==> src/spm_pkg.sv <==
package spm_pkg;
    // =========================================================
    // Sizes
    // =========================================================
    localparam int NUM_CH    = 4;
    localparam int CH_W      = 2;
    localparam int PER_W     = 32;
    localparam int SPD_W     = 16;
    localparam int FRAC_W    = 8;
    localparam int FILT_W    = SPD_W + FRAC_W;
    localparam int PSC_W     = 2;
    localparam int PSC_CNT_W = 4;
    localparam int SHIFT_W   = 5;
    localparam int GRP_W     = 2;
    localparam int NUM_GRP   = 4;
    localparam int DIV_CNT_W = 5;
    localparam int RAM_AW    = 3;
    localparam int RAM_WORDS = 2 * NUM_CH;
    // =========================================================
    // Timing
    // =========================================================
    localparam int     CLK_HZ           = 250_000_000;
    localparam int     SAMPLE_US        = 100;
    localparam int     SAMPLE_CYC       = CLK_HZ / 1_000_000 * SAMPLE_US;
    localparam int     MPU_MIN_HZ       = 50;
    localparam int     PROX_MIN_MILLIHZ = 500;
    localparam int     MPU_TIMEOUT_CYC  = CLK_HZ / MPU_MIN_HZ;
    localparam longint PROX_TIMEOUT_CYC = longint'(CLK_HZ) * 1000 / PROX_MIN_MILLIHZ;
    // =========================================================
    // Values
    // =========================================================
    localparam logic [SPD_W-1:0]     SPD_MAX  = 16'hFFFF;
    localparam logic [DIV_CNT_W-1:0] DIV_LAST = 5'h1F;
    localparam logic [PER_W-1:0]     TEST_NUM = 32'h0001_2345;
    localparam logic [PER_W-1:0]     TEST_DEN = 32'h0000_0010;
    localparam logic [PER_W-1:0]     TEST_QUO = 32'h0000_1234;

    typedef struct packed {
        logic                 magnetic_pickup;
        logic [PSC_W-1:0]     prescale;
        logic [PER_W-1:0]     range_num;
        logic [SHIFT_W-1:0]   filt_shift;
        logic [SHIFT_W-1:0]   deriv_shift;
    } spm_chan_cfg_type;

    typedef struct packed {
        logic                      valid;
        logic [GRP_W*NUM_CH-1:0]   groups;
    } spm_group_wr_type;

    typedef struct packed {
        logic                 valid;
        logic [NUM_GRP-1:0]   due;
    } spm_key_type;

    typedef enum logic [1:0] {ST_SELF, ST_IDLE, ST_DIV, ST_FILT} spm_state_type;
endpackage : spm_pkg

==> src/spm_speed_input.sv <==
`timescale 1ns/1ps
module spm_speed_input #(
    parameter int SAMPLE_CYC_P   = spm_pkg::SAMPLE_CYC,
    parameter int MPU_TIMEOUT_P  = spm_pkg::MPU_TIMEOUT_CYC,
    parameter int PROX_TIMEOUT_P = int'(spm_pkg::PROX_TIMEOUT_CYC)
) (
    input  wire logic                                        clock,
    input  wire logic                                        rst,
    input  wire logic [spm_pkg::NUM_CH-1:0]                  pulse_in,
    input  wire spm_pkg::spm_chan_cfg_type [spm_pkg::NUM_CH-1:0] chan_cfg,
    input  wire spm_pkg::spm_group_wr_type                   group_wr,
    input  wire spm_pkg::spm_key_type                        key,
    input  wire logic                                        init_done,
    input  wire logic                                        diag_fail,
    input  wire logic [spm_pkg::RAM_AW-1:0]                  rd_addr,
    output logic      [spm_pkg::SPD_W-1:0]                   rd_data,
    output logic                                             fault_led
);
    import spm_pkg::*;

    // =========================================================
    // Input synchronisers and edge detect
    // =========================================================
    logic [NUM_CH-1:0] sync1;
    logic [NUM_CH-1:0] sync2;
    logic [NUM_CH-1:0] sync_prev;
    logic [NUM_CH-1:0] in_edge;

    always_ff @(posedge clock) begin
        if (rst) begin
            sync1     <= '0;
            sync2     <= '0;
            sync_prev <= '0;
        end else begin
            sync1     <= pulse_in;
            sync2     <= sync1;
            sync_prev <= sync2;
        end
    end

    assign in_edge = sync2 & ~sync_prev;

    // =========================================================
    // Per-channel prescaler and period counter
    // =========================================================
    logic [PSC_CNT_W-1:0] psc_cnt   [NUM_CH];
    logic [PER_W-1:0]     per_cnt   [NUM_CH];
    logic [PER_W-1:0]     period    [NUM_CH];
    logic [PER_W-1:0]     limit     [NUM_CH];
    logic                 per_valid [NUM_CH];
    logic                 timed_out [NUM_CH];
    logic                 psc_hit   [NUM_CH];

    for (genvar i = 0; i < NUM_CH; i++) begin : g_chan
        logic [PSC_CNT_W-1:0] psc_top;
        logic [PSC_CNT_W-1:0] next_psc_cnt;
        logic [PER_W-1:0]     next_per_cnt;
        logic [PER_W-1:0]     next_period;
        logic                 next_per_valid;
        logic                 next_timed_out;

        assign psc_top    = PSC_CNT_W'((5'h01 << chan_cfg[i].prescale) - 5'h01);
        assign psc_hit[i] = in_edge[i] && (psc_cnt[i] == psc_top);
        // Longest period scales with prescale; channel type fixed by strap
        assign limit[i] = PER_W'((chan_cfg[i].magnetic_pickup ? longint'(MPU_TIMEOUT_P)
                                                   : longint'(PROX_TIMEOUT_P)) << chan_cfg[i].prescale);

        always_comb begin
            next_psc_cnt   = psc_cnt[i];
            next_per_cnt   = per_cnt[i];
            next_period    = period[i];
            next_per_valid = per_valid[i];
            next_timed_out = timed_out[i];
            if (in_edge[i]) begin
                next_psc_cnt = psc_hit[i] ? '0 : psc_cnt[i] + 1'b1;
            end
            if (psc_hit[i]) begin
                next_period    = per_cnt[i] + 1'b1;
                next_per_cnt   = '0;
                next_per_valid = 1'b1;
                next_timed_out = 1'b0;
            end else if (per_cnt[i] >= limit[i]) begin
                next_timed_out = 1'b1;
            end else begin
                next_per_cnt = per_cnt[i] + 1'b1;
            end
        end

        always_ff @(posedge clock) begin
            if (rst) begin
                psc_cnt[i]   <= '0;
                per_cnt[i]   <= '0;
                period[i]    <= '0;
                per_valid[i] <= 1'b0;
                timed_out[i] <= 1'b0;
            end else begin
                psc_cnt[i]   <= next_psc_cnt;
                per_cnt[i]   <= next_per_cnt;
                period[i]    <= next_period;
                per_valid[i] <= next_per_valid;
                timed_out[i] <= next_timed_out;
            end
        end
    end

    // =========================================================
    // Sample tick
    // =========================================================
    logic [PER_W-1:0] sample_cnt;
    logic [PER_W-1:0] next_sample_cnt;
    logic             tick;
    logic             next_tick;

    always_comb begin
        next_tick       = 1'b0;
        next_sample_cnt = sample_cnt + 1'b1;
        if (sample_cnt == PER_W'(SAMPLE_CYC_P - 1)) begin
            next_sample_cnt = '0;
            next_tick       = 1'b1;
        end
    end

    always_ff @(posedge clock) begin
        if (rst) begin
            sample_cnt <= '0;
            tick       <= 1'b0;
        end else begin
            sample_cnt <= next_sample_cnt;
            tick       <= next_tick;
        end
    end

    // =========================================================
    // Shared divider, self-test and filters
    // =========================================================
    // One serial divider serves all channels; 4 x 33 cycles fits the 100 us slot easily
    spm_state_type          state;
    spm_state_type          next_state;
    logic [PER_W-1:0]       rem;
    logic [PER_W-1:0]       quo;
    logic [PER_W-1:0]       den;
    logic [DIV_CNT_W-1:0]   bits;
    logic [CH_W-1:0]        ch;
    logic                   test_ok;
    logic [PER_W-1:0]       next_rem;
    logic [PER_W-1:0]       next_quo;
    logic [PER_W-1:0]       next_den;
    logic [DIV_CNT_W-1:0]   next_bits;
    logic [CH_W-1:0]        next_ch;
    logic                   next_test_ok;
    logic [PER_W:0]         shifted;
    logic [PER_W:0]         trial;
    logic [PER_W-1:0]       step_rem;
    logic [PER_W-1:0]       step_quo;
    logic [FILT_W-1:0]      y1 [NUM_CH];
    logic [FILT_W-1:0]      y2 [NUM_CH];
    logic signed [FILT_W:0] dd [NUM_CH];
    logic [FILT_W-1:0]      next_y1 [NUM_CH];
    logic [FILT_W-1:0]      next_y2 [NUM_CH];
    logic signed [FILT_W:0] next_dd [NUM_CH];
    logic [SPD_W-1:0]       spd_x;
    logic signed [FILT_W:0] e1;
    logic signed [FILT_W:0] e2;
    logic signed [FILT_W:0] dv;
    logic signed [FILT_W:0] e3;
    logic [FILT_W-1:0]      y1n;
    logic [FILT_W-1:0]      y2n;
    logic [CH_W-1:0]        nc;

    assign shifted  = {rem, quo[PER_W-1]};
    assign trial    = shifted - {1'b0, den};
    assign step_rem = trial[PER_W] ? shifted[PER_W-1:0] : trial[PER_W-1:0];
    assign step_quo = {quo[PER_W-2:0], ~trial[PER_W]};

    // Speed saturates at full range; timed-out or unmeasured channel reads zero
    always_comb begin
        spd_x = '0;
        if (per_valid[ch] && !timed_out[ch]) begin
            spd_x = (quo[PER_W-1:SPD_W] != '0) ? SPD_MAX : quo[SPD_W-1:0];
        end
    end

    always_comb begin
        next_state   = state;
        next_rem     = rem;
        next_quo     = quo;
        next_den     = den;
        next_bits    = bits;
        next_ch      = ch;
        next_test_ok = test_ok;
        next_y1      = y1;
        next_y2      = y2;
        next_dd      = dd;
        nc           = ch + 1'b1;
        e1  = $signed({1'b0, spd_x, {FRAC_W{1'b0}}}) - $signed({1'b0, y1[ch]});
        y1n = y1[ch] + FILT_W'(e1 >>> chan_cfg[ch].filt_shift);
        e2  = $signed({1'b0, y1n}) - $signed({1'b0, y2[ch]});
        y2n = y2[ch] + FILT_W'(e2 >>> chan_cfg[ch].filt_shift);
        dv  = $signed({1'b0, y2n}) - $signed({1'b0, y2[ch]});
        e3  = dv - dd[ch];
        case (state)
            ST_SELF: begin
                next_rem  = step_rem;
                next_quo  = step_quo;
                next_bits = bits + 1'b1;
                if (bits == DIV_LAST) begin
                    next_test_ok = (step_quo == TEST_QUO);
                    next_state   = ST_IDLE;
                end
            end
            ST_IDLE: begin
                if (tick) begin
                    next_ch    = '0;
                    next_rem   = '0;
                    next_quo   = chan_cfg[0].range_num;
                    next_den   = period[0];
                    next_bits  = '0;
                    next_state = ST_DIV;
                end
            end
            ST_DIV: begin
                next_rem  = step_rem;
                next_quo  = step_quo;
                next_bits = bits + 1'b1;
                if (bits == DIV_LAST) begin
                    next_state = ST_FILT;
                end
            end
            ST_FILT: begin
                next_y1[ch] = y1n;
                next_y2[ch] = y2n;
                next_dd[ch] = dd[ch] + (e3 >>> chan_cfg[ch].deriv_shift);
                if (ch == CH_W'(NUM_CH - 1)) begin
                    next_state = ST_IDLE;
                end else begin
                    next_ch    = nc;
                    next_rem   = '0;
                    next_quo   = chan_cfg[nc].range_num;
                    next_den   = period[nc];
                    next_bits  = '0;
                    next_state = ST_DIV;
                end
            end
            default: begin
                next_state = ST_IDLE;
            end
        endcase
    end

    always_ff @(posedge clock) begin
        if (rst) begin
            state   <= ST_SELF;
            rem     <= '0;
            quo     <= TEST_NUM;
            den     <= TEST_DEN;
            bits    <= '0;
            ch      <= '0;
            test_ok <= 1'b0;
            y1      <= '{default: '0};
            y2      <= '{default: '0};
            dd      <= '{default: '0};
        end else begin
            state   <= next_state;
            rem     <= next_rem;
            quo     <= next_quo;
            den     <= next_den;
            bits    <= next_bits;
            ch      <= next_ch;
            test_ok <= next_test_ok;
            y1      <= next_y1;
            y2      <= next_y2;
            dd      <= next_dd;
        end
    end

    // =========================================================
    // Rate groups, shared RAM, fault indicator
    // =========================================================
    // Word 2n holds channel n speed, word 2n+1 its derivative
    logic [GRP_W-1:0] grp      [NUM_CH];
    logic [GRP_W-1:0] next_grp [NUM_CH];
    logic [SPD_W-1:0] mem      [RAM_WORDS];
    logic [SPD_W-1:0] next_mem [RAM_WORDS];
    logic             init_seen;
    logic             next_init_seen;
    logic             next_fault;

    always_comb begin
        next_grp = grp;
        next_mem = mem;
        for (int i = 0; i < NUM_CH; i++) begin
            if (group_wr.valid) begin
                next_grp[i] = group_wr.groups[i*GRP_W +: GRP_W];
            end
            if (key.valid && key.due[grp[i]]) begin
                next_mem[2*i]   = y2[i][FILT_W-1:FRAC_W];
                next_mem[2*i+1] = SPD_W'(dd[i]);
            end
        end
    end

    always_comb begin
        next_init_seen = init_seen | init_done;
        next_fault     = fault_led;
        if (test_ok && init_seen && !diag_fail) begin
            next_fault = 1'b0;
        end
        if (diag_fail) begin
            next_fault = 1'b1;
        end
    end

    always_ff @(posedge clock) begin
        if (rst) begin
            grp       <= '{default: '0};
            mem       <= '{default: '0};
            rd_data   <= '0;
            init_seen <= 1'b0;
            fault_led <= 1'b1;
        end else begin
            grp       <= next_grp;
            mem       <= next_mem;
            rd_data   <= mem[rd_addr];
            init_seen <= next_init_seen;
            fault_led <= next_fault;
        end
    end
endmodule : spm_speed_input

==> config.mk <==
export PLATFORM = sky130hd
export DESIGN_NAME = spm_speed_input
export DESIGN_NICKNAME = d
export VERILOG_FILES = /design/src/spm_pkg.sv /design/src/spm_speed_input.sv
export SDC_FILE = /design/constraint.sdc
export NUM_CORES = 2
export LEC_CHECK = 0
export ABC_AREA = 1
export BUFFER_PORTS_ARGS = -buffer_cell sky130_fd_sc_hd__buf_2
export CAP_MARGIN = 20
export CORE_UTILIZATION = 25
export DETAILED_ROUTE_END_ITERATION = 7
export PLACE_DENSITY = 0.46
export SYNTH_ARGS = -nofsm -noshare
export SYNTH_HDL_FRONTEND = slang
export SYNTH_SLANG_ARGS = --single-unit
==> constraint.sdc <==
create_clock -name clock -period 19.2 [get_ports clock]
set_input_delay 2.88 -clock clock [delete_from_list [all_inputs] [get_ports clock]]
set_output_delay 2.88 -clock clock [all_outputs]
set_load 0.1 [all_outputs]
# [Word level (Yosys, flattened, before mapping)]
# Memory sizes are Yosys's and may differ from the RTL's. A register that Yosys moved wholly into a read port is not among the register bits.
# Cells that the tools add are included.
[word_totals] reg_bits=597 ramBits=280 input_bits=205 output_inout_bits=17 wordCells=290 memories=5
[op_classes] add_sub_neg=23 n_lt_le_gt_ge=13 eq_ne=23 shifts=11 mux=118 bitwise=26 reduce_logical=32
[memory_table] name="per_cnt" depth=4 width=32 rd=4 rd_clocked_by_memory_dff=0 write_ports=4 line_no="spm_speed_input.sv:47" source="logic [PER_W-1:0] per_cnt [NUM_CH];"
[memory_table] name="period" depth=4 width=32 rd=2 rd_clocked_by_memory_dff=0 write_ports=4 line_no="spm_speed_input.sv:48" source="logic [PER_W-1:0] period [NUM_CH];"
[memory_table] name="psc_cnt" depth=4 width=4 rd=4 rd_clocked_by_memory_dff=0 write_ports=4 line_no="spm_speed_input.sv:46" source="logic [PSC_CNT_W-1:0] psc_cnt [NUM_CH];"
[memory_table] name="per_valid" depth=4 width=1 rd=1 rd_clocked_by_memory_dff=1 write_ports=4 line_no="spm_speed_input.sv:50" source="logic per_valid [NUM_CH];"
[memory_table] name="timed_out" depth=4 width=1 rd=1 rd_clocked_by_memory_dff=1 write_ports=4 line_no="spm_speed_input.sv:51" source="logic timed_out [NUM_CH];"
[ops] cell="32-bit two-way mux" count=27
[ops] cell="96-bit bitwise mux" count=2
[ops] cell="32-bit case mux with 3 select lines" count=2
[ops] cell="45-bit binary-select mux with 2-bit select" count=2
[ops] cell="32-bit by 1-bit adder with 32-bit output, second input constant" count=5
[ops] cell="32-bit greater-or-equal comparator" count=4
[ops] cell="29-bit by 2-bit << shifter with 32-bit output" count=4
[ops] cell="24-bit two-way mux" count=5
[ops] cell="29-bit two-way mux" count=4
[ops] cell="100-bit bitwise mux" count=1
[ops] cell="24-bit binary-select mux with 2-bit select" count=2
[ops] cell="25-bit two-way mux" count=3
[ops] cell="24-bit by 24-bit subtractor with 25-bit output" count=3
[ops] cell="16-bit two-way mux" count=4
[ops] cell="32-bit case mux with 2 select lines" count=1
[ops] cell="25-bit binary-select mux with 2-bit select" count=1
[ops] cell="25-bit demux with 2-bit select" count=1
[ops] cell="25-bit by 5-bit >>> shifter with 24-bit output" count=2
[ops] cell="24-bit adder" count=2
[ops] cell="16-bit binary-select mux with 3-bit select" count=1
[ops] cell="24-bit demux with 2-bit select" count=1
[ops] cell="4-bit two-way mux" count=12
[ops] cell="42-bit two-way mux" count=1
[ops] cell="33-bit by 32-bit subtractor with 33-bit output" count=1
[ops] cell="other kinds (42)" count=155

# [Depth between registers and ports, before layout]
[logic_depth] ltp_word=15 ltp_mapped=106 depth_no_buf=101

# [Worst setup path after synthesis]
# Ideal clock, no wire load.
[synth_path] kind="in2reg" from="input port chan_cfg[6] in the netlist's numbering" to="register dd[99] in the netlist's numbering" setup_time_ns=0.109 arrival_ns=13.831 required_ns=19.091 path_slack_ns=5.260 stages=76 n_path_buf=3 path_cell_list="or2_2 a32oi_1 buf_2 buf_2 buf_4 nor2_1 o21ai_1 a21oi_1 nand2_1 o21ai_1 ha_1 fa_1 nand3_1 nand2_1 a21oi_1 inv_1 a21oi_1 o21ai_0 [40 not listed] nand2_1 nand2_1 o21ai_0 ha_1 inv_1 fa_1 o21ai_1 a21oi_1 o21ai_1 a21oi_1 o21ai_1 a21oi_1 o21ai_2 nand2_1 nand3b_1 nand3_1 nand2_1 inv_1"
[synth_between] elab_chain_len=12
[synth_lines] element="start: declaration" line_no="spm_speed_input.sv:10" source="input wire spm_pkg::spm_chan_cfg_type [spm_pkg::NUM_CH-1:0] chan_cfg,"
[synth_lines] element="45-bit binary-select mux with 2-bit select" line_no="spm_speed_input.sv:196" source="y1n = y1[ch] + FILT_W'(e1 >>> chan_cfg[ch].filt_shift);"
[synth_lines] element="10-bit two-way mux"
[synth_lines] element="25-bit by 5-bit >>> shifter with 24-bit output" line_no="spm_speed_input.sv:196"
[synth_lines] element="24-bit adder" line_no="spm_speed_input.sv:196"
[synth_lines] element="named net y1n[20]" line_no="spm_speed_input.sv:166" source="logic [FILT_W-1:0] y1n;"
[synth_lines] element="24-bit by 24-bit subtractor with 25-bit output" line_no="spm_speed_input.sv:197" source="e2 = $signed({1'b0, y1n}) - $signed({1'b0, y2[ch]});"
[synth_lines] element="25-bit by 5-bit >>> shifter with 24-bit output" line_no="spm_speed_input.sv:198" source="y2n = y2[ch] + FILT_W'(e2 >>> chan_cfg[ch].filt_shift);"
[synth_lines] element="24-bit adder" line_no="spm_speed_input.sv:198"
[synth_lines] element="24-bit by 24-bit subtractor with 25-bit output" line_no="spm_speed_input.sv:199" source="dv = $signed({1'b0, y2n}) - $signed({1'b0, y2[ch]});"
[synth_lines] element="25-bit subtractor" line_no="spm_speed_input.sv:200" source="e3 = dv - dd[ch];"
[synth_lines] element="25-bit by 5-bit >>> shifter with 25-bit output" line_no="spm_speed_input.sv:232" source="next_dd[ch] = dd[ch] + (e3 >>> chan_cfg[ch].deriv_shift);"
[synth_lines] element="25-bit adder" line_no="spm_speed_input.sv:232"
[synth_lines] element="100-bit bitwise mux" line_no="spm_speed_input.sv:232"
[synth_lines] element="end signal: assignment" line_no="spm_speed_input.sv:272" source="dd <= next_dd;"
[synth_lines] element="end: declaration" line_no="spm_speed_input.sv:157" source="logic signed [FILT_W:0] dd [NUM_CH];"
# The timed path passes the listed nets, and every way through them passes these cells. The select of a mux whose other input is x is not followed.
# A chain may end at the register's enable or synchronous reset.

# [Worst setup path after layout]
[layout_path] from="register ch[0]" to="register dd[49] in the netlist's numbering"
[layout_between] elab_chain_len=15 word_cells_on_any_way=28 cone_classes="add/sub (7); order compare (2); shift (3); mux (14); bitwise (1); reduce/logical (1)"
[layout_lines] element="start: declaration" line_no="spm_speed_input.sv:143" source="logic [CH_W-1:0] ch;"
[layout_lines] element="start signal: assignment" line_no="spm_speed_input.sv:268" source="ch <= next_ch;"
[layout_lines] element="2-bit inverter with 3-bit output (not written as such)" line_no="spm_speed_input.sv:195, spm_speed_input.sv:196"
[layout_lines] element="24-bit binary-select mux with 2-bit select" line_no="spm_speed_input.sv:195, spm_speed_input.sv:196"
[layout_lines] element="24-bit two-way mux (not written as such) (2 in a row)" line_no="spm_speed_input.sv:195, spm_speed_input.sv:196"
[layout_lines] element="24-bit by 24-bit subtractor with 25-bit output" line_no="spm_speed_input.sv:195" source="e1 = $signed({1'b0, spd_x, {FRAC_W{1'b0}}}) - $signed({1'b0, y1[ch]});"
[layout_lines] element="25-bit by 5-bit >>> shifter with 24-bit output" line_no="spm_speed_input.sv:196"
[layout_lines] element="24-bit adder *" line_no="spm_speed_input.sv:196"
[layout_lines] element="named net y1n[12]" line_no="spm_speed_input.sv:166"
[layout_lines] element="24-bit by 24-bit subtractor with 25-bit output *" line_no="spm_speed_input.sv:197"
[layout_lines] element="25-bit by 5-bit >>> shifter with 24-bit output *" line_no="spm_speed_input.sv:198"
[layout_lines] element="24-bit adder *" line_no="spm_speed_input.sv:198"
[layout_lines] element="named net y2n[12]" line_no="spm_speed_input.sv:167" source="logic [FILT_W-1:0] y2n;"
[layout_lines] element="24-bit by 24-bit subtractor with 25-bit output *" line_no="spm_speed_input.sv:199"
[layout_lines] element="25-bit subtractor *" line_no="spm_speed_input.sv:200"
[layout_lines] element="25-bit by 5-bit >>> shifter with 25-bit output *" line_no="spm_speed_input.sv:232"
[layout_lines] element="25-bit adder *" line_no="spm_speed_input.sv:232"
[layout_lines] element="100-bit bitwise mux *" line_no="spm_speed_input.sv:232"
# The timed path passes the listed nets; every way through them passes the cells marked *. The select of a mux whose other input is x is not followed.

==> insert_results.sql <==
INSERT INTO impl_metrics (metric_group, metric, value, unit) VALUES
('status', 'run_status', 'finished with violations', ''),
('status', 'violations', 'DRC', ''),
('timing', 'number_of_setup_violations_in_the_final_report', '0', ''),
('cts', 'postCtsHoldBufs', '0', ''),
('yosys', 'yosys.area.top_type_share', '27.4', '%'),
('placed_design', 'post-place-ws', '1.58', 'ns'),
('setup_path', 'timing.critical_path.from_type', 'flip-flop', ''),
('setup_path', 'end_kind', 'flip-flop', ''),
('cells_and_area', 'fraction_of_final_layout_cells_sized_beyond_drive_strength_1', '7.35', '%'),
('placed_design', 'port-buffer-count', '221', ''),
('grt', 'grt_overflow_total', '0', ''),
('cts', 'cts.reportedPaths.clkPinSlew', '0.06', 'ns'),
('yosys', 'number_of_synthesis_warnings', '0', ''),
('timing', 'finalSetupTns', '0', 'ns'),
('yosys', 'syn_avg_cell_area', '6.92', 'µm²'),
('power', 'power.leakage', '27.6', 'nW'),
('detailed_routing', 'drt_drc_violations_left', '28', ''),
('floorplan', 'fp.dieW', '478', 'µm'),
('min_path', 'hold_path.startpoint', 'sync1[3]$_SDFF_PP0_', ''),
('cts', 'tritoncts_clock_tree', 'built', ''),
('detailed_routing', 'wire_per_inst', '18.5', 'µm'),
('grt', 'grt_pass1_wl', '316000', 'µm'),
('cells_and_area', 'num-nets-final', '8747', ''),
('cts', 'post-cts-setup-buffer-count', '0', ''),
('yosys', 'postSynth.asyncResetShare', '0', '%'),
('yosys', 'post_synth_inst_count', '8197', ''),
('setup_path', 'setup.reg_to_reg.worst_slack', '1.71', 'ns'),
('detailed_routing', 'via_count', '55100', ''),
('yosys', 'yosysUniqueCellTypes', '67', ''),
('placed_design', 'dp_hpwl', '151000', 'µm'),
('yosys', 'ys_seq_area_share', '32.8', '%'),
('grt', 'grt_pass1_vias', '52200', ''),
('floorplan', 'dieHeight', '478', 'µm'),
('setup_path', 'cpMostUsedCell', 'sky130_fd_sc_hd__nand2_1', ''),
('yosys', 'top_cells_by_instance_count_after_synthesis', '1287 x sky130_fd_sc_hd__nand2_1, 1136 x sky130_fd_sc_hd__inv_1, 838 x sky130_fd_sc_hd__o21ai_0', ''),
('detailed_routing', 'via_per_inst', '4.88', ''),
('detailed_routing', 'ant_nets', '0', ''),
('yosys', 'synth_top_cell_by_area', 'sky130_fd_sc_hd__dfxtp_1', ''),
('setup_path', 'critPathKind', 'flip-flop to flip-flop', ''),
('min_path', 'timing.hold.worst_path_depth', '2', ''),
('timing', 'hold_viol_final', '0', ''),
('setup_path', 'crit_arrival', '18.12', 'ns'),
('setup_path', 'critical_path_required', '19.83', 'ns'),
('grt', 'initial_antenna_violation_count', '10', ''),
('cts', 'clk_root_buffer_cell', 'sky130_fd_sc_hd__clkbuf_16', ''),
('cts', 'tritoncts_num_sinks', '879', ''),
('setup_path', 'timing.critical_path.fanout_max', '71', ''),
('placed_design', 'gp_congestion', '0.899', ''),
('timing', 'clock.fmax', '57.2', 'MHz'),
('detailed_routing', 'dr.first_iter.drc_count', '4128', ''),
('grt', 'grt_use_total', '17.6', '%'),
('setup_path', 'critical_path.slowest_cell', 'sky130_fd_sc_hd__dfxtp_4', ''),
('timing', 'worst_slew_margin_rel', '20.7', '%'),
('cts', 'cts_htree_levels', '3', ''),
('yosys', 'ys_ff_latch', '879', ''),
('timing', 'grt_setup_unrepaired', 'false', ''),
('timing', 'finalWorstPathRequiredPeriod', '17.49', 'ns'),
('timing', 'setup_slack', '1.71', 'ns'),
('cells_and_area', 'synthToLayoutAreaGrowth', '13.8', '%'),
('floorplan', 'core_area', '225000', 'µm²'),
('detailed_routing', 'drt_first_pass_iters', '8', ''),
('timing', 'worstMarginPinSlew', '1.19', 'ns'),
('floorplan', 'floorplan.rows', '174', ''),
('yosys', 'cell_area_after_synthesis', '56700', 'µm²'),
('cells_and_area', 'num-fill-cells', '24800', ''),
('cts', 'ctsResizeCount', '0', ''),
('min_path', 'hp-class', 'flip-flop to flip-flop', ''),
('setup_path', 'crit-reg2reg-capture', 'dd[49]$_SDFFE_PP0P_', ''),
('setup_path', 'worst-path-buf-inv', '4', ''),
('timing', 'finalMaxSlewViolations', '0', ''),
('yosys', 'yosys-top-cells-area', 'sky130_fd_sc_hd__dfxtp_1 27%, sky130_fd_sc_hd__nand2_1 8.5%, sky130_fd_sc_hd__inv_1 7.5%, sky130_fd_sc_hd__o21ai_0 7.4%, sky130_fd_sc_hd__ha_1 7.0%', '');
[worst register-to-register path, delay by kind of cell (launching register included)]
kind | cells | cell delay (ns)
AO/OA/AOI/OAI | 26 | 5.95
XOR/XNOR | 4 | 1.57
adder cells (fa/ha/maj) | 10 | 3.70
buffers and inverters | 4 | 1.02
flip-flops | 1 | 0.86
AND/OR/NAND/NOR | 39 | 4.31
[cell families after synthesis]
logic type / Yosys count / share of synthesized area, %
flops: 879 / 32.8
simple gates: 2844 / 21.3
compound gates: 2271 / 23.0
xor+xnor: 267 / 4.12
mux: 6 / 0.106
buf+inv: 1583 / 10.7
fa+ha+maj: 347 / 8.03
[flip-flops by register name (all words and copies together), names as in the netlist, 2 cells and up, named ones only]
| signal | count |
|---|---|
| rem | 32 |
| den | 32 |
| mem | 128 |
| sync_prev | 4 |
| y1 | 96 |
| state | 2 |
| bits | 5 |
| sync1 | 4 |
| per_cnt | 128 |
| sample_cnt | 32 |
| dd | 100 |
| timed_out | 4 |
| y2 | 96 |
| rd_data | 16 |
| psc_cnt | 16 |
| quo | 32 |
| period | 128 |
| sync2 | 4 |
| grp | 8 |
| ch | 2 |
| per_valid | 4 |
[cell usage in the layout (no fill, tap or decap), drive strengths merged, types with 68 or more instances in the layout]
| cell type | count |
|---|---|
| a32oi | 68 |
| dfxtp | 776 |
| o22ai | 155 |
| nor2 | 813 |
| clkbuf | 160 |
| o21bai | 159 |
| a21oi | 743 |
| nand3 | 470 |
| xor2 | 197 |
| o21ai | 877 |
| nand2 | 1299 |
| buf | 301 |
| xnor2 | 70 |
| edfxtp | 103 |
| nor3 | 104 |
| inv | 1173 |
| o211ai | 75 |
| ha | 319 |
[area by class of cell]
class / count / area, µm² / share of cell area, %
Antenna cell: 4 / 10.0 / 0.0155
Multi-Input combinational cell: 5735 / 32100 / 49.8
Clock inverter: 42 / 543 / 0.842
Inverter: 1169 / 4410 / 6.83
Clock buffer: 159 / 3200 / 4.95
Tap cell: 2992 / 3740 / 5.80
Sequential cell: 879 / 18600 / 28.9
Timing Repair Buffer: 302 / 1870 / 2.89
[where the power goes]
part	internal (mW)	total [mW]	switching, mW
logic	0.511	1.52	1.01
clock network	1.27	2.16	0.891
registers	1.93	1.98	0.0492
[worst max path at each step]
stage                                    start                  end
after CTS                   ch[0]$_SDFFE_PP0P_  dd[49]$_SDFFE_PP0P_
after floorplan                    chan_cfg[6]  dd[99]$_SDFFE_PP0P_
after detailed placement           chan_cfg[6]  dd[49]$_SDFFE_PP0P_
after global routing        ch[0]$_SDFFE_PP0P_  dd[24]$_SDFFE_PP0P_
after global placement    quo[27]$_SDFFE_PP0P_  dd[74]$_SDFFE_PP0P_
final                       ch[0]$_SDFFE_PP0P_  dd[49]$_SDFFE_PP0P_
[stage by stage]
stage / cells / power, mW / cell area [µm²] / util [%] / hold slack (ns)
global placement: 11100 / 3.52 / 60600 / 26.9 / 0.397
global route: 11300 / 5.99 / 64500 / 28.7 / 0.421
floorplan: 8197 / 3.11 / 56700 / - / 0.388
CTS: 11300 / 5.72 / 64400 / 28.6 / 0.405
detailed placement: 11100 / 3.54 / 60700 / 27.0 / 0.398
finish: 11300 / 5.66 / 64500 / 28.7 / 0.402
[metal layers]
layer  part of all wire, %  up-vias  track usage (%)
li1                      -    27400                -
met5                     0        -                0
met3                   4.2      276             1.88
met2                    47     1272             29.8
met1                    46    26100             23.4
met4                   2.8        0             5.01
Note: power is estimated with default switching activity, not from simulation.
